File: src/hdl/aux_channel_defs.vh
// constants for the auxiliary sideband channel and its configuration store
// assumes one host clock of whole megahertz feeds all sideband logic
//
// Summary of operation
// - manchester-ii bits at fixed one megabit rate
// - all sideband sequencing runs on host clock
// - bit timing by integer division of clock
// - link-domain values pass synchronizer stages first
// - configuration registers read/write, host clock domain
// - single status bits returned without extra protection
// - lock bit freezes multi-bit status during read while attached
// - toggle bit signals reload of configuration copies
// - debug vector: rx, tx, enable_n, attach
// - lane symbol clock is link rate / 20
// - tolerate unstable lane clock when unplugged
`ifndef AUX_CHANNEL_DEFS_VH
`define AUX_CHANNEL_DEFS_VH

// timing
`define AUX_CLK_MHZ 200
`define AUX_BIT_NS 1000
`define AUX_NS_PER_US 1000

// configuration store layout
`define CFG_DEPTH 8
`define CFG_AW 3
`define CFG_DW 8
`define CFG_RESET_VAL 8'h00
`define CFG_RATE_IDX 0
`define CFG_RATE_LSB 0
`define CFG_RATE_W 2

// link rate selections and rates in Mbps
`define RATE_SEL_LOW 2'h0
`define RATE_SEL_MID 2'h1
`define RATE_SEL_HIGH 2'h2
`define RATE_LOW_MBPS 1620
`define RATE_MID_MBPS 2700
`define RATE_HIGH_MBPS 5400
`define LANE_DIVISOR 20

// debug vector positions
`define DBG_RX_BIT 0
`define DBG_TX_BIT 1
`define DBG_EN_N_BIT 2
`define DBG_ATTACH_BIT 3

`endif

File: src/hdl/cfg_store.v
// small register file holding link configuration bytes
// assumes writes and reads come from host-clock logic
`timescale 1ns/1ps
`include "aux_channel_defs.vh"

module cfg_store (
    // clock and reset
    input wire i_clk,
    input wire i_reset_n,
    // access port
    input wire i_wr_en,
    input wire [`CFG_AW-1:0] i_addr,
    input wire [`CFG_DW-1:0] i_wdata,
    output reg [`CFG_DW-1:0] o_rdata,
    // whole contents for snapshot
    output wire [`CFG_DEPTH*`CFG_DW-1:0] o_flat
);
    reg [`CFG_DW-1:0] mem_r [0:`CFG_DEPTH-1];
    integer k;

    // storage and registered read, all on the host clock
    always @(posedge i_clk or negedge i_reset_n) begin
        if (!i_reset_n) begin
            for (k = 0; k < `CFG_DEPTH; k = k + 1) begin
                mem_r[k] <= `CFG_RESET_VAL;
            end
            o_rdata <= `CFG_RESET_VAL;
        end else begin
            if (i_wr_en) begin
                mem_r[i_addr] <= i_wdata;
            end
            o_rdata <= mem_r[i_addr];
        end
    end

    // flatten for the snapshot taken on reload
    genvar g;
    generate
        for (g = 0; g < `CFG_DEPTH; g = g + 1) begin : flat_g
            assign o_flat[g*`CFG_DW +: `CFG_DW] = mem_r[g];
        end
    endgenerate
endmodule // cfg_store

File: src/hdl/aux_channel.v
// auxiliary sideband channel: manchester transmit/receive, configuration
// store with toggle reload, locked status capture and a debug tap
// assumes i_clk is a whole number of MHz; line pins and link status are async
`timescale 1ns/1ps
`include "aux_channel_defs.vh"

module aux_channel (
    // clock and reset
    input wire i_clk,
    input wire i_reset_n,
    // sideband line pin
    input wire i_aux_in,
    output reg o_aux_out,
    output reg o_aux_oe,
    // attach sense pin
    input wire i_attach_sense_pin,
    // transmit byte stream
    input wire i_tx_valid,
    input wire [7:0] i_tx_byte,
    input wire i_tx_last,
    output wire o_tx_ready,
    output wire o_tx_busy,
    // receive byte stream
    output reg [7:0] o_rx_byte,
    output reg o_rx_valid,
    output reg o_rx_end,
    output reg o_rx_err,
    // configuration access
    input wire i_cfg_wr_en,
    input wire [`CFG_AW-1:0] i_cfg_addr,
    input wire [`CFG_DW-1:0] i_cfg_wdata,
    output wire [`CFG_DW-1:0] o_cfg_rdata,
    input wire i_cfg_commit,
    output reg o_cfg_toggle,
    output reg [`CFG_DEPTH*`CFG_DW-1:0] o_cfg_snapshot,
    output reg [8:0] o_lane_clk_mhz,
    // link-domain status
    input wire i_link_locked,
    input wire [7:0] i_link_status,
    input wire i_status_lock,
    output wire o_link_locked,
    output reg [7:0] o_link_status,
    // debug tap
    output reg [3:0] o_aux_debug
);
    // bit timing from integer division of the host clock
    localparam integer BIT_CYC = (`AUX_BIT_NS * `AUX_CLK_MHZ) / `AUX_NS_PER_US;
    localparam integer BIT_LAST_I = BIT_CYC - 1;
    localparam integer HALF_I = BIT_CYC / 2;
    localparam integer QTR_I = BIT_CYC / 4;
    localparam integer TQTR_I = (BIT_CYC * 3) / 4;
    // counters are 8 bits, so one bit may span at most 256 host cycles
    localparam [7:0] BIT_LAST = BIT_LAST_I[7:0];
    localparam [7:0] HALF_CYC = HALF_I[7:0];
    localparam [7:0] QTR_CYC = QTR_I[7:0];
    localparam [7:0] TQTR_CYC = TQTR_I[7:0];

    // transmit states
    localparam TX_IDLE = 1'b0;
    localparam TX_SEND = 1'b1;
    // receive states
    localparam RX_IDLE = 1'b0;
    localparam RX_BIT = 1'b1;

    // lane symbol clock from the rate selection
    function [8:0] lane_mhz;
        input [`CFG_RATE_W-1:0] sel;
        reg [31:0] q;
        begin
            case (sel)
                `RATE_SEL_LOW: q = `RATE_LOW_MBPS / `LANE_DIVISOR;
                `RATE_SEL_MID: q = `RATE_MID_MBPS / `LANE_DIVISOR;
                `RATE_SEL_HIGH: q = `RATE_HIGH_MBPS / `LANE_DIVISOR;
                default: q = 32'h00000000;
            endcase
            lane_mhz = q[8:0]; // largest rate still fits nine bits
        end
    endfunction

    // three-stage synchronizers; a change counts once stages 2 and 3 agree
    reg [2:0] aux_sync_r;
    reg [2:0] att_sync_r;
    reg [2:0] lock_sync_r;
    reg [7:0] st_s1_r, st_s2_r, st_s3_r;
    reg aux_stable_r, att_stable_r, lock_stable_r;
    reg [7:0] st_stable_r;

    // everything below runs on the host clock only
    always @(posedge i_clk or negedge i_reset_n) begin
        if (!i_reset_n) begin
            aux_sync_r <= 3'h7; // line idles high; a low start would fake an edge
            att_sync_r <= 3'h0;
            lock_sync_r <= 3'h0;
            st_s1_r <= 8'h00;
            st_s2_r <= 8'h00;
            st_s3_r <= 8'h00;
            aux_stable_r <= 1'b1;
            att_stable_r <= 1'b0;
            lock_stable_r <= 1'b0;
            st_stable_r <= 8'h00;
        end else begin
            aux_sync_r <= {aux_sync_r[1:0], i_aux_in};
            att_sync_r <= {att_sync_r[1:0], i_attach_sense_pin};
            lock_sync_r <= {lock_sync_r[1:0], i_link_locked};
            st_s1_r <= i_link_status;
            st_s2_r <= st_s1_r;
            st_s3_r <= st_s2_r;
            if (aux_sync_r[1] == aux_sync_r[2]) begin
                aux_stable_r <= aux_sync_r[2];
            end
            if (att_sync_r[1] == att_sync_r[2]) begin
                att_stable_r <= att_sync_r[2];
            end
            if (lock_sync_r[1] == lock_sync_r[2]) begin
                lock_stable_r <= lock_sync_r[2];
            end
            if (st_s2_r == st_s3_r) begin
                st_stable_r <= st_s3_r; // only whole agreeing words pass
            end
        end
    end

    // single bit passes unguarded: old or new value are both valid
    assign o_link_locked = lock_stable_r & att_stable_r;

    // status word frozen while attached and the host holds the lock bit
    always @(posedge i_clk or negedge i_reset_n) begin
        if (!i_reset_n) begin
            o_link_status <= 8'h00;
        end else if (!att_stable_r) begin
            o_link_status <= 8'h00; // recovered clock is junk when unplugged
        end else if (!i_status_lock) begin
            o_link_status <= st_stable_r;
        end
    end

    // configuration store
    wire [`CFG_DEPTH*`CFG_DW-1:0] cfg_flat;

    cfg_store u_cfg (
        .i_clk(i_clk),
        .i_reset_n(i_reset_n),
        .i_wr_en(i_cfg_wr_en),
        .i_addr(i_cfg_addr),
        .i_wdata(i_cfg_wdata),
        .o_rdata(o_cfg_rdata),
        .o_flat(cfg_flat)
    );

    // reload: snapshot and toggle move together so the far side sees a
    // coherent set after syncing the toggle
    always @(posedge i_clk or negedge i_reset_n) begin
        if (!i_reset_n) begin
            o_cfg_toggle <= 1'b0;
            o_cfg_snapshot <= {`CFG_DEPTH{`CFG_RESET_VAL}};
            o_lane_clk_mhz <= 9'h000;
        end else if (i_cfg_commit) begin
            o_cfg_toggle <= ~o_cfg_toggle;
            o_cfg_snapshot <= cfg_flat;
            o_lane_clk_mhz <= lane_mhz(cfg_flat[`CFG_RATE_IDX*`CFG_DW+`CFG_RATE_LSB +: `CFG_RATE_W]);
        end
    end

    // transmitter
    reg tx_st_r;
    reg [7:0] tx_cnt_r;
    reg [7:0] tx_shift_r;
    reg [2:0] tx_bit_r;
    reg tx_last_r;
    reg rx_st_r;
    wire tx_byte_end = (tx_st_r == TX_SEND) && (tx_cnt_r == BIT_LAST) && (tx_bit_r == 3'h7);
    wire tx_take;

    // half duplex: no new frame while a reply is coming in
    assign o_tx_ready = ((tx_st_r == TX_IDLE) && (rx_st_r == RX_IDLE)) || (tx_byte_end && !tx_last_r);
    assign tx_take = o_tx_ready && i_tx_valid;
    assign o_tx_busy = (tx_st_r == TX_SEND);

    // manchester-ii: first half carries the bit, second half its inverse
    always @(posedge i_clk or negedge i_reset_n) begin
        if (!i_reset_n) begin
            tx_st_r <= TX_IDLE;
            tx_cnt_r <= 8'h00;
            tx_shift_r <= 8'h00;
            tx_bit_r <= 3'h0;
            tx_last_r <= 1'b0;
            o_aux_out <= 1'b0;
            o_aux_oe <= 1'b0;
        end else begin
            case (tx_st_r)
                TX_IDLE: begin
                    o_aux_oe <= 1'b0;
                    o_aux_out <= 1'b0;
                    if (tx_take) begin
                        tx_st_r <= TX_SEND;
                        tx_shift_r <= i_tx_byte;
                        tx_last_r <= i_tx_last;
                        tx_cnt_r <= 8'h00;
                        tx_bit_r <= 3'h0;
                        o_aux_oe <= 1'b1;
                        o_aux_out <= i_tx_byte[7]; // msb first
                    end
                end
                TX_SEND: begin
                    if (tx_cnt_r == BIT_LAST) begin
                        tx_cnt_r <= 8'h00;
                        if (tx_bit_r == 3'h7) begin
                            if (tx_take) begin
                                tx_shift_r <= i_tx_byte;
                                tx_last_r <= i_tx_last;
                                tx_bit_r <= 3'h0;
                                o_aux_out <= i_tx_byte[7];
                            end else begin
                                tx_st_r <= TX_IDLE; // last byte or underrun ends frame
                                o_aux_oe <= 1'b0;
                                o_aux_out <= 1'b0;
                            end
                        end else begin
                            tx_bit_r <= tx_bit_r + 3'h1;
                            tx_shift_r <= {tx_shift_r[6:0], 1'b0};
                            o_aux_out <= tx_shift_r[6];
                        end
                    end else begin
                        tx_cnt_r <= tx_cnt_r + 8'h01;
                        if (tx_cnt_r == HALF_CYC - 8'h01) begin
                            o_aux_out <= ~tx_shift_r[7]; // mid-bit transition
                        end
                    end
                end
                default: begin
                    tx_st_r <= TX_IDLE;
                    o_aux_oe <= 1'b0;
                end
            endcase
        end
    end

    // receiver: samples each half at its centre, resyncs on mid-bit edge
    reg [7:0] rx_cnt_r;
    reg [2:0] rx_bit_r;
    reg [7:0] rx_shift_r;
    reg rx_h1_r;
    reg rx_prev_r;
    reg rx_seen_r;
    wire rx_edge = (aux_stable_r != rx_prev_r);

    always @(posedge i_clk or negedge i_reset_n) begin
        if (!i_reset_n) begin
            rx_st_r <= RX_IDLE;
            rx_cnt_r <= 8'h00;
            rx_bit_r <= 3'h0;
            rx_shift_r <= 8'h00;
            rx_h1_r <= 1'b0;
            rx_prev_r <= 1'b1; // matches idle line, no false start after reset
            rx_seen_r <= 1'b0;
            o_rx_byte <= 8'h00;
            o_rx_valid <= 1'b0;
            o_rx_end <= 1'b0;
            o_rx_err <= 1'b0;
        end else begin
            rx_prev_r <= aux_stable_r;
            o_rx_valid <= 1'b0;
            o_rx_end <= 1'b0;
            o_rx_err <= 1'b0;
            case (rx_st_r)
                RX_IDLE: begin
                    // first edge while not driving marks a bit boundary
                    if (rx_edge && (tx_st_r == TX_IDLE) && !o_aux_oe) begin
                        rx_st_r <= RX_BIT;
                        rx_cnt_r <= 8'h01;
                        rx_bit_r <= 3'h0;
                        rx_seen_r <= 1'b0;
                    end
                end
                RX_BIT: begin
                    if (rx_edge && (rx_cnt_r > QTR_CYC) && (rx_cnt_r < TQTR_CYC) && !rx_seen_r) begin
                        rx_cnt_r <= HALF_CYC + 8'h01; // track source drift
                        rx_seen_r <= 1'b1;
                    end else if (rx_cnt_r == BIT_LAST) begin
                        rx_cnt_r <= 8'h00;
                        rx_seen_r <= 1'b0;
                    end else begin
                        rx_cnt_r <= rx_cnt_r + 8'h01;
                    end
                    if (rx_cnt_r == QTR_CYC) begin
                        rx_h1_r <= aux_stable_r;
                    end
                    if (rx_cnt_r == TQTR_CYC) begin
                        if (aux_stable_r == rx_h1_r) begin
                            // no mid transition: idle line or stop, frame over
                            rx_st_r <= RX_IDLE;
                            o_rx_end <= 1'b1;
                            o_rx_err <= (rx_bit_r != 3'h0);
                        end else begin
                            rx_shift_r <= {rx_shift_r[6:0], rx_h1_r};
                            rx_bit_r <= rx_bit_r + 3'h1;
                            if (rx_bit_r == 3'h7) begin
                                o_rx_byte <= {rx_shift_r[6:0], rx_h1_r};
                                o_rx_valid <= 1'b1;
                            end
                        end
                    end
                end
                default: rx_st_r <= RX_IDLE;
            endcase
        end
    end

    // debug tap of the line state
    always @(posedge i_clk or negedge i_reset_n) begin
        if (!i_reset_n) begin
            o_aux_debug <= 4'h4;
        end else begin
            o_aux_debug[`DBG_RX_BIT] <= aux_stable_r;
            o_aux_debug[`DBG_TX_BIT] <= o_aux_out;
            o_aux_debug[`DBG_EN_N_BIT] <= ~o_aux_oe;
            o_aux_debug[`DBG_ATTACH_BIT] <= att_stable_r;
        end
    end
endmodule // aux_channel

File: config.mk
export PLATFORM = sky130hd
export DESIGN_NAME = aux_channel
export DESIGN_NICKNAME = d
export VERILOG_FILES = /design/src/hdl/cfg_store.v /design/src/hdl/aux_channel.v
export VERILOG_INCLUDE_DIRS = /design/src /design/src/hdl
export SDC_FILE = /design/constraint.sdc
export NUM_CORES = 1
export LEC_CHECK = 0
export BUFFER_PORTS_ARGS = -buffer_cell sky130_fd_sc_hd__buf_2
export CAP_MARGIN = 20
export CORE_UTILIZATION = 55
export CTS_BUF_LIST = sky130_fd_sc_hd__clkbuf_2 sky130_fd_sc_hd__clkbuf_4 sky130_fd_sc_hd__clkbuf_8
export DETAILED_ROUTE_END_ITERATION = 10
export GPL_TIMING_DRIVEN = 1
export PLACE_DENSITY = 0.77
export SLEW_MARGIN = 20
export SYNTH_ARGS = -nofsm -noshare
export SYNTH_HDL_FRONTEND = slang
export SYNTH_HIERARCHICAL = 1
export SYNTH_SLANG_ARGS = --single-unit
export TNS_END_PERCENT = 10
File: constraint.sdc
create_clock -name i_clk -period 2.8 [get_ports i_clk]
set_clock_uncertainty 0.05 [all_clocks]
set_input_delay 0.14 -clock i_clk [delete_from_list [all_inputs] [get_ports i_clk]]
set_output_delay 0.14 -clock i_clk [all_outputs]
set_load 0.1 [all_outputs]
==> impl_metrics.json <==
{
  "vias": 6545,
  "path_buf_inv": 2,
  "m1WireLength_um": 9670,
  "die_h_um": 140,
  "synth.distinct_cells": 72,
  "grt_usage_pct": 23.6,
  "pwr_density_cell_nw_per_um2": 938,
  "nFillCells": 1305,
  "cp_top_family": "buffers and inverters",
  "worst_slack_ns": 0.269,
  "clock_latency_ns": 0.54,
  "p_leak_nw": 5.92,
  "clkTransAtPathRegs_ns": 0.07,
  "final_common_cell": "dfrtp_1",
  "cap_violations": 0,
  "grt_pass1_wl_um": 36200,
  "cp.arrival_ns": 2.34,
  "drtPass1Iterations": 4,
  "maxSlewHeadroom_pct": 39.8,
  "most-common-layout-cells": "247 x dfrtp_1, 165 x mux2_2, 144 x buf_2, 51 x clkbuf_8, 32 x dlygate4sd3_1",
  "wl_met3_um": 1020,
  "max_freq_mhz": 395,
  "grt_max_degree": 99,
  "synth-async-reset-ratio_pct": 100,
  "drtIter0Drc": 397,
  "syn_inst": 708,
  "die-area_um2": 19600,
  "seqCellArea_um2": 6360,
  "dpl.cell_count": 1063,
  "drive_above_1_share_pct": 45.6,
  "ir_drop_uv": 616,
  "crit_path_end_kind": "output pin",
  "run_status": "finished clean",
  "ys.flop_type": "dfrtp_1",
  "area_growth_pct": 20.4,
  "timing.setup.tns_ns": 0,
  "synth_warnings": 6,
  "finalCritPeriodShare_pct": 90.4,
  "synth_edf_count": 0,
  "rsz0062_at_grt": "false",
  "grt_overflow": 0,
  "detailed_place_hpwl_um": 14700,
  "hold_viol_final": 0,
  "cp_max_fo": 5,
  "worstRegToRegCells": 5,
  "viasPerCell": 5.61,
  "wl_um": 21800,
  "syn_avg_cell_area_um2": 14.8,
  "top_layer_used": "met4",
  "final_cells": 1166,
  "start_util_pct": 56.0,
  "hold_path.class": "input pin to register",
  "report.final.slew_viol_count": 0,
  "fin_nets": 954,
  "wire_per_inst_um": 18.7,
  "design_area_um2": 12600,
  "clk_path_buf_depth": 3,
  "startpoint_type": "register",
  "antenna_left": 0,
  "path_cells": "ha_1 -> ha_1 -> inv_1 -> or3_1 -> o22ai_4 -> buf_2",
  "cts_made_buffers": 41,
  "cp_data_required_time_ns": 2.61,
  "diodes": 0,
  "core_um2": 18700,
  "port_buffers": 145,
  "synth_seq_cells": 254,
  "min_path_cells": 2,
  "ios": 147,
  "ys_seq_area_share_pct": 60.8,
  "crit_cells": 6,
  "postLayoutCoreUtil_pct": 67.4,
  "post-place-ws_ns": 0.706,
  "post-route-min-period_ns": 2.53,
  "htreeDepth": 2,
  "drc_errors": 0,
  "place_area_um2": 11400,
  "criticalPathCategory": "register to output pin",
  "cp_slowest_cell": "buf_2",
  "antenna_found_initial": 0,
  "tightest_slew_ns": 0.899,
  "cts_tree": "yes",
  "rows": 50,
  "met2_length_um": 10600,
  "slowest_delay_ns": 0.46,
  "synth_nets": 758,
  "grt_pass1_vias": 6840,
  "setup_viol": 0,
  "gp_congestion": 0.798,
  "cts_sinks": 254,
  "multi_input_area_um2": 3860,
  "root_buffer": "clkbuf_8",
  "chipWidth_um": 140,
  "synth_area_um2": 10500,
  "crit_top_cell": "ha_1"
}
cell usage after synthesis (all sizes together) (11+ instances only):
library cell / instances / area, µm²
buf: 22 / 145
ha: 13 / 163
dfrtp: 248 / 6210
a21oi: 18 / 90.1
nand3: 13 / 77.6
mux2i: 11 / 110
nor2b: 12 / 75.1
mux4: 13 / 300
nand2: 17 / 66.3
mux2: 168 / 1890
inv: 19 / 71.3
nor2: 12 / 45.0
layout make-up:
class                      count  area share (%)
clock inverter                 5           0.417
tap                          234            2.32
inverter                      19           0.566
multi-input combinational    403            30.7
timing repair buffer         185            9.06
sequential                   254            50.5
clock buffer                  66            6.46
kinds of logic after synthesis:
group           share of synthesized area (%)
mux                                      22.0
flops                                    60.8
fa+ha+maj                                1.84
other cells                            0.0358
buf+inv                                  2.44
xor+xnor                                 1.34
compound gates                           4.92
simple gates                             6.65
sequential cells by signal, summed over array words and instances (netlist names), 3 cells and up:
signal and count:
o_cfg_snapshot 64, u_cfg/o_flat 64, o_link_status 8, o_rx_byte 8, rx_cnt_r 8, st_s1_r 8
st_s2_r 8, st_s3_r 8, st_stable_r 8, tx_cnt_r 8, tx_shift_r 8, u_cfg/o_rdata 8
rx_shift_r 7, o_lane_clk_mhz 5, o_aux_debug 4, att_sync_r 3, aux_sync_r 3, lock_sync_r 3
rx_bit_r 3, tx_bit_r 3
per-stage QoR:
stage          total power [mW]  hold slack [ns]
5_1_grt                    12.3            0.145
4_1_cts                    11.9            0.115
3_5_place_dp               8.56            0.170
6_report                   11.8            0.135
3_3_place_gp               8.48            0.164
2_1_floorplan              7.80           -0.206
where the power goes:
group          internal [mW]  switching, mW
combinational          0.807           3.07
sequential              4.25          0.385
clock                   1.93           1.38
total                   6.98           4.84
layer usage:
metal	vias up	track usage [%]
li1	2983	-
met1	3325	33.1
met2	194	37.3
met3	43	4.10
met4	0	9.14
met5	-	0
path summary, 6_finish.rpt:
check                                             start                             end  slack (ns)
worst max register to register        rx_st_r$_DFF_PN0_       tx_shift_r[0]$_DFFE_PN0P_        0.28
min in group asynchronous                     i_reset_n    o_link_status[0]$_DFFE_PN0P_        0.19
max in group asynchronous                     i_reset_n  o_cfg_snapshot[36]$_DFFE_PN0P_        1.58
worst max-delay path            tx_bit_r[0]$_DFFE_PN0P_                      o_tx_ready        0.27
worst min-delay path                       i_cfg_commit  o_cfg_snapshot[14]$_DFFE_PN0P_        0.13
worst min register to register     st_s1_r[7]$_DFF_PN0_            st_s2_r[7]$_DFF_PN0_        0.30
timing repair:
action                                  4_1_cts  5_1_grt
buffers inserted                              0        0
endpoints found under the setup margin        0        1
gates resized for setup                       0        1
endpoints found under the hold margin       185        0
hold buffers                                 32        0
Note: power is estimated with default switching activity, not from simulation.
